File: src/hdl/cmm_pkg.sv
// Shared constants and types of the content-match search block.
// Assumes a single pclk domain and an APB master with 32-bit data.
`default_nettype none

package cmm_pkg;

	// Geometry, fixed at the documented sizes
	localparam int ENTRIES   = 32;
	localparam int AW        = 5;
	localparam int PAT_W     = 32;
	localparam int BLK_WORDS = 32;
	localparam int BLK_BITS  = 32;
	localparam int NUM_BLK   = ENTRIES / BLK_WORDS;
	localparam int CNT_W     = 6;

	// Search modes as written to the control register
	localparam logic [1:0] MODE_SINGLE = 2'h0;
	localparam logic [1:0] MODE_MULTI  = 2'h1;
	localparam logic [1:0] MODE_FAST   = 2'h2;
	localparam logic [1:0] CTRL_RST    = 2'h0;

	// Register byte offsets
	localparam logic [7:0] OFS_CTRL   = 8'h00;
	localparam logic [7:0] OFS_WR_PAT = 8'h04;
	localparam logic [7:0] OFS_WR_MSK = 8'h08;
	localparam logic [7:0] OFS_WR_CMD = 8'h0c;
	localparam logic [7:0] OFS_KEY    = 8'h10;
	localparam logic [7:0] OFS_NEXT   = 8'h14;
	localparam logic [7:0] OFS_STATUS = 8'h18;
	localparam logic [7:0] OFS_MBITS  = 8'h1c;

	// Command register fields
	localparam int CMD_DC_BIT  = 8;
	localparam int CMD_DEL_BIT = 9;

	// Status register fields
	localparam int ST_FOUND  = 0;
	localparam int ST_RDBUSY = 1;
	localparam int ST_WRBUSY = 2;
	localparam int ST_MODE   = 4;
	localparam int ST_ADDR   = 8;
	localparam int ST_COUNT  = 16;

	// Write hold counts, in pclk cycles
	localparam logic [1:0] WR_CYC_PLAIN = 2'h2;
	localparam logic [1:0] WR_CYC_DC    = 2'h3;

	typedef struct packed {
		logic             del;
		logic [AW-1:0]    addr;
		logic [PAT_W-1:0] pat;
		logic [PAT_W-1:0] care;
	} cmm_wr_t;

	typedef struct packed {
		logic          found;
		logic [AW-1:0] addr;
	} cmm_hit_t;

endpackage

`default_nettype wire

File: src/hdl/cmm_store.sv
// Entry store and match lines of the content-match search block.
// Assumes the owner sequences writes and selects full or half compares.
`timescale 1ns/100ps
`default_nettype none

module cmm_store import cmm_pkg::*; (
	// Clock and reset
	input  wire logic                 pclk,
	input  wire logic                 presetn,
	// Write port
	input  wire logic                 we,
	input  wire cmm_wr_t              wr,
	// Compare port
	input  wire logic [PAT_W-1:0]     key,
	input  wire logic [PAT_W-1:0]     cmp_mask,
	input  wire logic                 full_en,
	input  wire logic                 half_en,
	input  wire logic                 odd,
	// Registered match lines
	output logic      [ENTRIES-1:0]   lines_q
);

	logic [PAT_W-1:0]   val_q  [ENTRIES];
	logic [PAT_W-1:0]   care_q [ENTRIES];
	logic [ENTRIES-1:0] vld_q;
	logic [ENTRIES-1:0] hit_w;

	// Each group of BLK_WORDS entries is one embedded_memory_block slice
	for (genvar b = 0; b < NUM_BLK; b++) begin : g_blk
		for (genvar w = 0; w < BLK_WORDS; w++) begin : g_word
			// Care bit of zero lets the stored bit match either value
			assign hit_w[b*BLK_WORDS+w] = vld_q[b*BLK_WORDS+w] &
				~|((val_q[b*BLK_WORDS+w] ^ key) & care_q[b*BLK_WORDS+w] & cmp_mask);
		end
	end

	// Array contents need no reset; only the valid bits gate matching
	always_ff @(posedge pclk) begin
		if (we && !wr.del) begin
			val_q[wr.addr]  <= wr.pat;
			care_q[wr.addr] <= wr.care;
		end
	end

	always_ff @(posedge pclk or negedge presetn) begin
		if (!presetn) begin
			vld_q <= '0;
		end else if (we) begin
			vld_q[wr.addr] <= ~wr.del;
		end
	end

	// Half mode refreshes even entries, then odd ones
	always_ff @(posedge pclk or negedge presetn) begin
		if (!presetn) begin
			lines_q <= '0;
		end else begin
			for (int i = 0; i < ENTRIES; i++) begin
				if (full_en || (half_en && (i[0] == odd))) begin
					lines_q[i] <= hit_w[i];
				end
			end
		end
	end

endmodule // cmm_store

`default_nettype wire

File: src/hdl/cmm_top.sv
// Content-match search block with an APB register interface.
// Assumes an APB master on pclk; all entries and searches pass the registers.
`timescale 1ns/100ps
`default_nettype none

// Notes on behaviour
// - Single mode spans depths beyond 32 entries by grouping memory blocks.
// - Pattern widths above 32 bits force fast multiple-match mode.
// - A set mask bit makes the stored bit match either value.
// - Multiple-match search takes two cycles, half the lines each cycle.
// - A hit raises found and shows the lowest matching address.
// - Multiple modes give the match vector and the total count.
// - Multiple-match mode compares only the low 31 pattern bits.
// - Multiple mode grows deeper by cascading blocks; wider patterns force fast mode.
// - Fast mode behaves like multiple mode with one-cycle results and all 32 pattern bits compared.
// - Fast mode never raises read busy.
// - Multiple and fast modes step addresses by start and next; single mode does not step.
// - Fast mode grows deeper and wider by cascading blocks.
// - Mask bits are stored only when don't-care use is flagged.
// - Delete removes the entry at the write address.
// - Single mode searches in one cycle and never steps matches.
// - Delete lasts two cycles and ignores pattern and mask.
// - Single mode count shows only zero or one.
// - Next advances the shown address to the next match.
module cmm_top import cmm_pkg::*; (
	// Clock and reset
	input  wire logic        pclk,
	input  wire logic        presetn,
	// APB slave
	input  wire logic        psel,
	input  wire logic        penable,
	input  wire logic        pwrite,
	input  wire logic [7:0]  paddr,
	input  wire logic [31:0] pwdata,
	output logic      [31:0] prdata,
	output logic             pready,
	output logic             pslverr
);

	typedef enum logic [1:0] {S_IDLE, S_ONE, S_EVEN, S_ODD} cmm_state_t;

	// Lowest set line of a vector
	function automatic cmm_hit_t lowest(input logic [ENTRIES-1:0] v);
		cmm_hit_t h;
		h = '0;
		for (int i = ENTRIES - 1; i >= 0; i--) begin
			if (v[i]) begin
				h.found = 1'b1;
				h.addr  = AW'(i);
			end
		end
		return h;
	endfunction

	// Lines at or above an index; an index of ENTRIES gives none
	function automatic logic [ENTRIES-1:0] at_or_above(input logic [AW:0] idx);
		logic [ENTRIES-1:0] m;
		m = '0;
		for (int i = 0; i < ENTRIES; i++) begin
			m[i] = (i >= int'(idx));
		end
		return m;
	endfunction

	function automatic logic [CNT_W-1:0] popcount(input logic [ENTRIES-1:0] v);
		logic [CNT_W-1:0] c;
		c = '0;
		for (int i = 0; i < ENTRIES; i++) begin
			c = c + CNT_W'(v[i]);
		end
		return c;
	endfunction

	// Mode actually used; wide patterns cannot run the other modes
	function automatic logic [1:0] eff_mode(input logic [1:0] m);
		if (PAT_W > BLK_BITS) begin
			return MODE_FAST;
		end else if (m == MODE_MULTI || m == MODE_FAST) begin
			return m;
		end else begin
			return MODE_SINGLE;
		end
	endfunction

	// Registers
	logic [1:0]         mode_q;
	logic [PAT_W-1:0]   pat_q;
	logic [PAT_W-1:0]   msk_q;
	logic [AW-1:0]      cmd_addr_q;
	logic               cmd_dc_q;
	logic               cmd_del_q;
	logic [PAT_W-1:0]   key_q;
	logic [1:0]         wr_cnt_q;
	cmm_wr_t            wr_req_q;
	cmm_state_t         state_q;
	logic [1:0]         srch_mode_q;
	logic               done_q;
	logic [AW-1:0]      floor_q;
	logic [31:0]        prdata_q;

	// Store connections
	logic [ENTRIES-1:0] lines_w;
	logic [PAT_W-1:0]   cmp_mask_w;
	logic               store_we_w;
	logic               full_en_w;
	logic               half_en_w;
	logic               odd_w;

	// APB decode
	logic               setup_w;
	logic               wr_acc_w;
	logic               rd_setup_w;
	logic               sel_ctrl_w;
	logic               sel_pat_w;
	logic               sel_msk_w;
	logic               sel_cmd_w;
	logic               sel_key_w;
	logic               sel_next_w;
	logic               sel_stat_w;
	logic               sel_mbits_w;
	logic               mapped_w;

	assign setup_w     = psel & ~penable;
	assign wr_acc_w    = psel & penable & pwrite;
	assign rd_setup_w  = setup_w & ~pwrite;
	assign sel_ctrl_w  = (paddr == OFS_CTRL);
	assign sel_pat_w   = (paddr == OFS_WR_PAT);
	assign sel_msk_w   = (paddr == OFS_WR_MSK);
	assign sel_cmd_w   = (paddr == OFS_WR_CMD);
	assign sel_key_w   = (paddr == OFS_KEY);
	assign sel_next_w  = (paddr == OFS_NEXT);
	assign sel_stat_w  = (paddr == OFS_STATUS);
	assign sel_mbits_w = (paddr == OFS_MBITS);
	assign mapped_w    = sel_ctrl_w | sel_pat_w | sel_msk_w | sel_cmd_w |
	                     sel_key_w | sel_next_w | sel_stat_w | sel_mbits_w;

	// Zero wait states; unmapped offsets answer with an error
	assign pready  = 1'b1;
	assign pslverr = psel & penable & ~mapped_w;
	assign prdata  = prdata_q;

	// Write sequencing
	logic               wr_busy_w;
	logic               start_wr_w;

	assign wr_busy_w  = (wr_cnt_q != 2'h0);
	assign start_wr_w = wr_acc_w & sel_cmd_w & ~wr_busy_w;
	// Entry is committed in the last held cycle
	assign store_we_w = (wr_cnt_q == 2'h1);

	// Search sequencing
	logic               rd_busy_w;
	logic               start_srch_w;
	logic               next_w;
	logic               multi_w;
	cmm_hit_t           cur_w;
	cmm_hit_t           nxt_w;
	logic               found_w;
	logic [CNT_W-1:0]   count_w;
	logic [ENTRIES-1:0] mbits_w;

	// Read busy exists only for the two-cycle mode
	assign rd_busy_w    = (state_q == S_EVEN) | (state_q == S_ODD);
	assign start_srch_w = wr_acc_w & sel_key_w & (state_q == S_IDLE);
	assign multi_w      = (srch_mode_q != MODE_SINGLE);
	// Single mode has no stepping, so next is dropped there
	assign next_w       = wr_acc_w & sel_next_w & (state_q == S_IDLE) & done_q & multi_w;
	assign full_en_w    = (state_q == S_ONE);
	assign half_en_w    = rd_busy_w;
	assign odd_w        = (state_q == S_ODD);
	// Top pattern bit of each block is left out of the compare in this mode
	assign cmp_mask_w   = (srch_mode_q == MODE_MULTI) ? {1'b0, {(PAT_W-1){1'b1}}} : '1;

	assign mbits_w = done_q ? lines_w : '0;
	assign cur_w   = lowest(mbits_w & at_or_above({1'b0, floor_q}));
	assign nxt_w   = lowest(mbits_w & at_or_above({1'b0, cur_w.addr} + 6'h01));
	assign found_w = cur_w.found;
	// Single mode reports presence only
	assign count_w = multi_w ? popcount(mbits_w) : CNT_W'(|mbits_w);

	cmm_store u_store (
		.pclk     (pclk),
		.presetn  (presetn),
		.we       (store_we_w),
		.wr       (wr_req_q),
		.key      (key_q),
		.cmp_mask (cmp_mask_w),
		.full_en  (full_en_w),
		.half_en  (half_en_w),
		.odd      (odd_w),
		.lines_q  (lines_w)
	);

	// Software-visible settings
	always_ff @(posedge pclk or negedge presetn) begin
		if (!presetn) begin
			mode_q <= CTRL_RST;
			pat_q  <= '0;
			msk_q  <= '0;
		end else if (wr_acc_w) begin
			if (sel_ctrl_w) begin
				mode_q <= pwdata[1:0];
			end
			if (sel_pat_w) begin
				pat_q <= pwdata[PAT_W-1:0];
			end
			if (sel_msk_w) begin
				msk_q <= pwdata[PAT_W-1:0];
			end
		end
	end

	// Commands arriving while busy are dropped
	always_ff @(posedge pclk or negedge presetn) begin
		if (!presetn) begin
			wr_cnt_q   <= 2'h0;
			wr_req_q   <= '0;
			cmd_addr_q <= '0;
			cmd_dc_q   <= 1'b0;
			cmd_del_q  <= 1'b0;
		end else if (start_wr_w) begin
			cmd_addr_q    <= pwdata[AW-1:0];
			cmd_dc_q      <= pwdata[CMD_DC_BIT];
			cmd_del_q     <= pwdata[CMD_DEL_BIT];
			wr_req_q.addr <= pwdata[AW-1:0];
			wr_req_q.del  <= pwdata[CMD_DEL_BIT];
			wr_req_q.pat  <= pat_q;
			// Mask taken only with don't-care use; deletes never look at it
			wr_req_q.care <= pwdata[CMD_DC_BIT] ? ~msk_q : '1;
			if (pwdata[CMD_DC_BIT] && !pwdata[CMD_DEL_BIT]) begin
				wr_cnt_q <= WR_CYC_DC;
			end else begin
				wr_cnt_q <= WR_CYC_PLAIN;
			end
		end else if (wr_busy_w) begin
			wr_cnt_q <= wr_cnt_q - 2'h1;
		end
	end

	// Search control
	always_ff @(posedge pclk or negedge presetn) begin
		if (!presetn) begin
			state_q     <= S_IDLE;
			srch_mode_q <= MODE_SINGLE;
			key_q       <= '0;
			done_q      <= 1'b0;
		end else begin
			case (state_q)
				S_IDLE: begin
					if (start_srch_w) begin
						key_q       <= pwdata[PAT_W-1:0];
						srch_mode_q <= eff_mode(mode_q);
						done_q      <= 1'b0;
						if (eff_mode(mode_q) == MODE_MULTI) begin
							state_q <= S_EVEN;
						end else begin
							state_q <= S_ONE;
						end
					end
				end
				S_ONE: begin
					state_q <= S_IDLE;
					done_q  <= 1'b1;
				end
				S_EVEN: begin
					state_q <= S_ODD;
				end
				S_ODD: begin
					state_q <= S_IDLE;
					done_q  <= 1'b1;
				end
				default: begin
					state_q <= S_IDLE;
				end
			endcase
		end
	end

	// Address cursor; stepping stops on the last match
	always_ff @(posedge pclk or negedge presetn) begin
		if (!presetn) begin
			floor_q <= '0;
		end else if (start_srch_w) begin
			floor_q <= '0;
		end else if (next_w && nxt_w.found) begin
			floor_q <= nxt_w.addr;
		end
	end

	// Read data captured in the setup cycle, stable in the access cycle
	always_ff @(posedge pclk or negedge presetn) begin
		if (!presetn) begin
			prdata_q <= '0;
		end else if (rd_setup_w) begin
			prdata_q <= '0;
			if (sel_ctrl_w) begin
				prdata_q[1:0] <= mode_q;
			end
			if (sel_pat_w) begin
				prdata_q[PAT_W-1:0] <= pat_q;
			end
			if (sel_msk_w) begin
				prdata_q[PAT_W-1:0] <= msk_q;
			end
			if (sel_cmd_w) begin
				prdata_q[AW-1:0]        <= cmd_addr_q;
				prdata_q[CMD_DC_BIT]  <= cmd_dc_q;
				prdata_q[CMD_DEL_BIT] <= cmd_del_q;
			end
			if (sel_key_w) begin
				prdata_q[PAT_W-1:0] <= key_q;
			end
			if (sel_stat_w) begin
				prdata_q[ST_FOUND]                <= found_w;
				prdata_q[ST_RDBUSY]               <= rd_busy_w;
				prdata_q[ST_WRBUSY]               <= wr_busy_w;
				prdata_q[ST_MODE+1:ST_MODE]       <= eff_mode(mode_q);
				prdata_q[ST_ADDR+AW-1:ST_ADDR]    <= cur_w.addr;
				prdata_q[ST_COUNT+CNT_W-1:ST_COUNT] <= count_w;
			end
			if (sel_mbits_w) begin
				prdata_q[ENTRIES-1:0] <= mbits_w;
			end
		end
	end

endmodule // cmm_top

`default_nettype wire

File: config.mk
export PLATFORM = sky130hd
export DESIGN_NAME = cmm_top
export DESIGN_NICKNAME = d
export VERILOG_FILES = /design/src/hdl/cmm_pkg.sv /design/src/hdl/cmm_store.sv /design/src/hdl/cmm_top.sv
export SDC_FILE = /design/constraint.sdc
export NUM_CORES = 2
export LEC_CHECK = 0
export BUFFER_PORTS_ARGS = -buffer_cell sky130_fd_sc_hd__buf_2
export CAP_MARGIN = 5
export CORE_MARGIN = 1
export CORE_UTILIZATION = 55
export DETAILED_ROUTE_END_ITERATION = 16
export PLACE_DENSITY = 0.74
export SLEW_MARGIN = 0
export SYNTH_ARGS = -nofsm -noshare
export SYNTH_HDL_FRONTEND = slang
export SYNTH_SLANG_ARGS = --single-unit
File: constraint.sdc
create_clock -name pclk -period 9 [get_ports pclk]
set_input_delay 1.8 -clock pclk [delete_from_list [all_inputs] [get_ports pclk]]
set_output_delay 1.8 -clock pclk [all_outputs]
set_load 0.01 [all_outputs]
Yosys cells after proc, flatten, opt, wreduce, memory -nomap -nowiden. Memory sizes are Yosys's and may differ from the RTL's. Cells that the tools add are included. W data, S select, Z words.

Register bits: 277. Latch bits: 0. RAM bits: 2048. Bits in read-only memories: 0. Output and inout bits: 34. Memories: 2.

Add/sub/neg operators: 33. $mul: 0. Divide/modulo/power cells: 0. $lt $le $gt $ge: 65. Equality and inequality tests: 16. Shifts and indexed selects: 0. Mux-type cells: 97. Bitwise operators: 158. Reduce and logical (&&, ||, !) cells: 89.

Memories: u_store.care_q (words 32, width 32, read ports 32, clocked after Yosys merged registers in 0, write ports 1, line cmm_store.sv:24) `logic [PAT_W-1:0] care_q [ENTRIES];`; u_store.val_q (words 32, width 32, read ports 32, clocked after Yosys merged registers in 0, write ports 1, line cmm_store.sv:23) `logic [PAT_W-1:0] val_q [ENTRIES];`.

Operators by type and width (number): $and A32 B32 Y32 (66); $reduce_or A32 Y1 (33); $xor A32 B32 Y32 (32); $mux W6 (66); $mux W32 (7); $add A6 B1 Y6 (26); $ge A5 B6 Y1 const A (16); $ge A5 B5 Y1 const A (15); $ge A4 B6 Y1 const A (8); $and A1 B1 Y1 (45); $ge A4 B5 Y1 const A (8); $logic_not A1 Y1 (34); $bwmux W32 (1); $eq A8 B5 Y1 const B (4); $not A32 Y32 (1); $ge A3 B6 Y1 const A (4); $ge A3 B5 Y1 const A (4); $mux W2 (10); $mux W5 (4); $eq A8 B4 Y1 const B (2); $ge A1 B6 Y1 const A (2); $ge A2 B6 Y1 const A (2); $eq A2 B1 Y1 const B (5); $ge A1 B5 Y1 const A (2); other kinds (27) (61).

Depth between registers and ports, before layout.
Depth in word-level cells: 72. Gate-level depth with buffers: 23.

Modules after synthesis. Synthesis repeated with hierarchy kept, for this count alone.

Cells, all modules: 6219. Area, all modules: 94509.4 um^2.

Modules (own cells, without submodules): cmm_store (times used 1, cells an instance 4907, area an instance 82008.7 um^2, seq. area each 63100.5 um^2); cmm_top (times used 1, cells an instance 1312, area an instance 12500.7 um^2, seq. area each 5330.1 um^2).

Least setup slack after synthesis. No wires, ideal clock.

Kind: reg-to-reg. Start point: register done_q. End point: register prdata_q[20] (netlist: prdata[20]). Library setup time: 77 ps. Arrival time: 5473 ps. Required time: 8923 ps. Slack: 3449 ps. Stages on the path, launching flop included: 23. Path buffers: 3. Clock period less this slack: 5551 ps. Cell sequence: dfrtp_1 buf_2 buf_6 buf_4 nand2_1 inv_1 fa_1 inv_1 fa_1 inv_1 fa_1 inv_1 fa_1 fa_1 fa_1 inv_1 ha_1 fa_1 a21o_1 a21oi_1 xnor2_1 a21oi_1 a21oi_1.

Longest elaborated chain between the ends: 35.

Ends and longest elaborated chain: from (decl) (line cmm_top.sv:97) `logic done_q;`; from (signal assigned) (line cmm_top.sv:246) `done_q <= 1'b0;`; from (signal assigned) (line cmm_top.sv:253) `done_q <= 1'b0;`; from (signal assigned) (line cmm_top.sv:263) `done_q <= 1'b1;`; $mux W32 (*) (line cmm_top.sv:174) `assign mbits_w = done_q ? lines_w : '0;`; $add A1 B1 Y2 (line cmm_top.sv:69) `c = c + CNT_W'(v[i]);`; $add A2 B1 Y3 (line cmm_top.sv:69); $add A3 B1 Y4 (line cmm_top.sv:69); $add A4 B1 Y5 (line cmm_top.sv:69); $add A5 B1 Y6 (line cmm_top.sv:69); $add A6 B1 Y6 (26 in a row) (line cmm_top.sv:69); $mux W6 (line cmm_top.sv:179) `assign count_w = multi_w ? popcount(mbits_w) : CNT_W'(|mbits_w);`; $mux W6 (line cmm_top.sv:313) `if (sel_stat_w) begin`; $mux W32 (*) (line cmm_top.sv:321) `if (sel_mbits_w) begin`; to (signal, indexed assignment) (line cmm_top.sv:314) `prdata_q[ST_FOUND] <= found_w;`; to (signal, indexed assignment) (line cmm_top.sv:315) `prdata_q[ST_RDBUSY] <= rd_busy_w;`; to (signal, indexed assignment) (line cmm_top.sv:322) `prdata_q[ENTRIES-1:0] <= mbits_w;`; to (decl) (line cmm_top.sv:99) `logic [31:0] prdata_q;`.

Every way passes the cells marked *; elsewhere a longest branch is shown, timed or not. A chain may end at the register's enable or synchronous reset.

Worst setup path in the final report.
Start point: register done_q. End point: register floor_q[0].

Longest elaborated chain between the ends: 71. Elaborated cells on any way between the ends: 106. Those cells by class: add/sub (1); order compare (32); mux (67); bitwise (4); reduce/logical (2).

Ends and longest elaborated chain: $mux W32 (line cmm_top.sv:174); $and A32 B32 Y32 (line cmm_top.sv:175) `assign cur_w = lowest(mbits_w & at_or_above({1'b0, floor_q}));`; $mux W6 (32 in a row) (line cmm_top.sv:47) `if (v[i]) begin`; $add A5 B1 Y6 (line cmm_top.sv:176) `assign nxt_w = lowest(mbits_w & at_or_above({1'b0, cur_w.addr} + 6'h01));`; $ge A5 B6 Y1 (line cmm_top.sv:60) `m[i] = (i >= int'(idx));`; $and A32 B32 Y32 (line cmm_top.sv:176); $mux W6 (32 in a row) (line cmm_top.sv:47); $mux W5 / $logic_and A1 B1 Y1 (equally long branches) (line cmm_top.sv:285) `end else if (next_w && nxt_w.found) begin`; $mux W5 / $reduce_bool A2 Y1 (equally long branches); to (signal assigned) (line cmm_top.sv:286) `floor_q <= nxt_w.addr;`; to (decl) (line cmm_top.sv:98) `logic [AW-1:0] floor_q;`.

Several ways; a longest one is shown, not always the timed one. The select of a mux whose other input is x is not followed.

==> run summary <==
Status = complete, no violations
First-pass GRT wire length = 411 mm
Placement row count = 148
Die Y = 409 um
Fraction of the yosys area taken by sequential cells = 75.1%
Share of layout cells above drive strength 1 = 14.3%
Worst skew pair latency = 0.87 ns
Initial Util = 55.7%
Drt pass-1 iters = 6
CP Class = reg2reg
Metal2 WL = 135 mm
Critical path arrival = 7.47 ns
Number of distinct library cells after synthesis = 96
Routability Congestion = 0.962
Final setup vio count = 0
Final TNS setup = 0 ns
Port buffer count = 77
Post-Place Worst Slack = 2.53 ns
Synthesized instance count = 5443
Static leakage = 44.8 nW
Ys async rst share = 11.9%
Worst R2R Path Depth = 19
Core Area = 0.164 mm2
Tmin final = 6.72 ns
Hold Path Depth = 1
Worst-path clk slew = 0.06 ns
I/O pin count = 79
Max-cap violations = 0
Max Freq = 0.149 GHz
GRT overflow = 0
Slew Limit Headroom = 3.70%
Resized Gates After CTS = 0
Final WL = 303 mm
Clock skew = 0.0457 ns
Die area = 0.167 mm2
Synth Net Count = 5530
Wire per inst = 37.7 um
Initial antenna violation count = 44
CTS Buffer Depth = 3
Num CTS Buffers = 219
Final WS setup = 2.28 ns
Hold Path Class = reg2reg
DRT iter0 DRCs = 11818
DR WL met3 = 44.4 mm
# Post-CTS Setup Buffers = 0
Period utilization = 74.6%
Critical Path RT = 9.76 ns
Synthesized area = 0.0911 mm2
CP Capture Type = flip-flop
Vias in the first global route = 50866
Top layer used by detailed routing = met5
Total power = 0.0221 W
Main flop type after synthesis = edfxtp_1
RSZ-0062 raised after global routing = false
Die W = 409 um
Final Max Slew Viols = 0
Post-synthesis register bit count = 2325
Final core utilization = 62.5%
Drt via density = 6.80
M1 WL = 108 mm
Layout fillers = 11253
CP startpoint kind = flip-flop
Final Hold Viols = 0
Fin nets = 5733
Post-route ant nets = 0
CTS Root Cell = clkbuf_16
Power per standard cell area = 216 mW/mm2
Cts hold-fix bufs = 0
EDFF count, synth = 2048
Area grow syn2layout = 12.2%
Synth Warn # = 0
Max FO, Critical Path = 27
Dpl hpwl = 160 mm
DRC = 0
Slew @ Worst Pin = 1.43 ns
Maximum vdd drop = 0.251 mV
Syn Area/Cell = 16.7 um2
# H-tree levels = 4
Detailed-route via count = 54792
Sink Count = 2325
CTS tree = yes
Largest net degree at the start of global routing = 79
Total GRT Usage = 36.2%
-- critical path, stage by stage (launching register included) --
cell      delay [ns]
dfrtp_1         1.03
buf_4           0.32
nand2_1         0.42
a21oi_1         0.34
o221ai_1        0.17
nand4_1         0.18
a32oi_1         0.25
a32oi_1         0.42
ha_1            0.23
buf_4           0.26
clkinv_1        0.35
a211o_1         0.48
nor3_2          0.28
and2_1          0.23
o31a_1          0.23
o21ai_0         0.12
a32oi_1         0.47
o311ai_1        0.32
a31o_1          0.32
a31oi_1         0.15
-- cell type report --
| type | count | area, um2 | area share, % |
|---|---|---|---|
| Antenna cell | 47 | 118 | 0.115 |
| Clock buffer | 292 | 5960 | 5.83 |
| Clock inverter | 117 | 1290 | 1.27 |
| Inverter | 72 | 270 | 0.264 |
| Multi-Input combinational cell | 2800 | 21700 | 21.2 |
| Sequential cell | 2325 | 68700 | 67.2 |
| Tap cell | 2175 | 2720 | 2.66 |
| Timing Repair Buffer | 228 | 1530 | 1.50 |
-- metrics by stage --
step	std cells	hold slack, ns	cell area, um2
after floorplan	5443	0.439	91100
after global placement	7600	0.450	94900
after detailed placement	7600	0.465	94900
after CTS	8009	0.471	102000
after global routing	8009	0.487	102000
final	8056	0.470	102000
-- where the power goes --
part	leakage [nW]	internal [W]	switching [W]
Sequential	26.4	0.0118	0.000130
Clock	3.55	0.00527	0.00406
Combinational	14.8	0.000201	0.000648
Total	44.8	0.0173	0.00483
-- synth_stat cells, types with 7 or more instances --
library cell | count | share of area [%]
xor2_1 | 1025 | 9.9
buf_4 | 9 | 0.074
buf_2 | 8 | 0.044
or2_2 | 10 | 0.069
nand2_1 | 227 | 0.94
a31oi_1 | 52 | 0.36
nor4_1 | 22 | 0.15
buf_1 | 60 | 0.25
edfxtp_1 | 2048 | 68
a32oi_1 | 37 | 0.36
nor3_1 | 21 | 0.12
fa_1 | 24 | 0.53
inv_1 | 70 | 0.29
nand3_1 | 29 | 0.16
ha_1 | 18 | 0.25
nor2_1 | 143 | 0.59
a221oi_1 | 96 | 0.92
o211ai_1 | 11 | 0.091
o31ai_1 | 10 | 0.082
a21oi_1 | 70 | 0.38
a211oi_1 | 11 | 0.091
o2111ai_1 | 12 | 0.12
o22ai_1 | 7 | 0.048
nand2b_1 | 11 | 0.076
nand4_1 | 136 | 0.93
o21ai_0 | 126 | 0.69
a21o_1 | 25 | 0.21
a222oi_1 | 47 | 0.52
or4_1 | 11 | 0.091
nor2b_1 | 8 | 0.055
mux2i_1 | 7 | 0.077
dfrtp_1 | 277 | 7.6
a22o_1 | 86 | 0.83
and3_1 | 8 | 0.055
and2_1 | 20 | 0.14
a22oi_1 | 261 | 2.2
clkbuf_1 | 163 | 0.67
mux2_2 | 109 | 1.3
-- path summary, 6_finish.rpt --
check                      startpoint                   to  slack, ns
setup / recovery               done_q           floor_q[0]       2.28
hold / removal               msk_q[2]          wr_req_q[2]       0.47
setup reg to reg               done_q           floor_q[0]       2.28
hold reg to reg              msk_q[2]          wr_req_q[2]       0.47
max in group asynchronous     presetn            key_q[20]       6.38
min in group asynchronous     presetn  u_store.lines_q[28]       0.96
-- sequential cells by signal (all words and copies together) (netlist names) --
register,flops
key_q,32
done_q,1
srch_mode_q,2
mode_q,2
msk_q,32
u_store.vld_q,32
u_store.val_q,1024
u_store.care_q,1024
wr_req_q,70
wr_cnt_q,2
state_q,2
cmd_dc_q,1
pat_q,32
floor_q,5
prdata,32
u_store.lines_q,32
-- kinds of logic (layout without fill, tap and decap cells) --
kind of cell	count (synthesis)	after routing	synth area share [%]
fa+ha+maj	42	42	0.775
simple gates	683	683	3.70
xor+xnor	1027	1027	9.88
buf+inv	318	709	1.41
flops	2325	2325	75.1
compound gates	929	929	7.63
mux	118	118	1.47
other cells	1	48	0.00412
-- layer usage --
| layer | vias to the layer above | global-route usage (%) |
|---|---|---|
| met5 | - | 0 |
| met4 | 8 | 17.7 |
| met3 | 887 | 8.47 |
| met2 | 4901 | 54.3 |
| met1 | 27659 | 50.0 |
| li1 | 21337 | - |
-- placed cells by master (no fill, tap or decap), drive strengths merged, types with 53 or more instances in the layout --
master,synthesis,routed
a22o,86,86
xor2,1025,1025
clkbuf,163,292
o21ai,133,133
buf,83,228
a22oi,261,261
nor2,145,145
nand4,136,136
a31oi,53,53
mux2,109,109
dfrtp,277,277
clkinv,1,87
inv,71,79
edfxtp,2048,2048
a21oi,71,71
nand2,227,227
a221oi,96,96
Power figures use the tool's default switching activity.
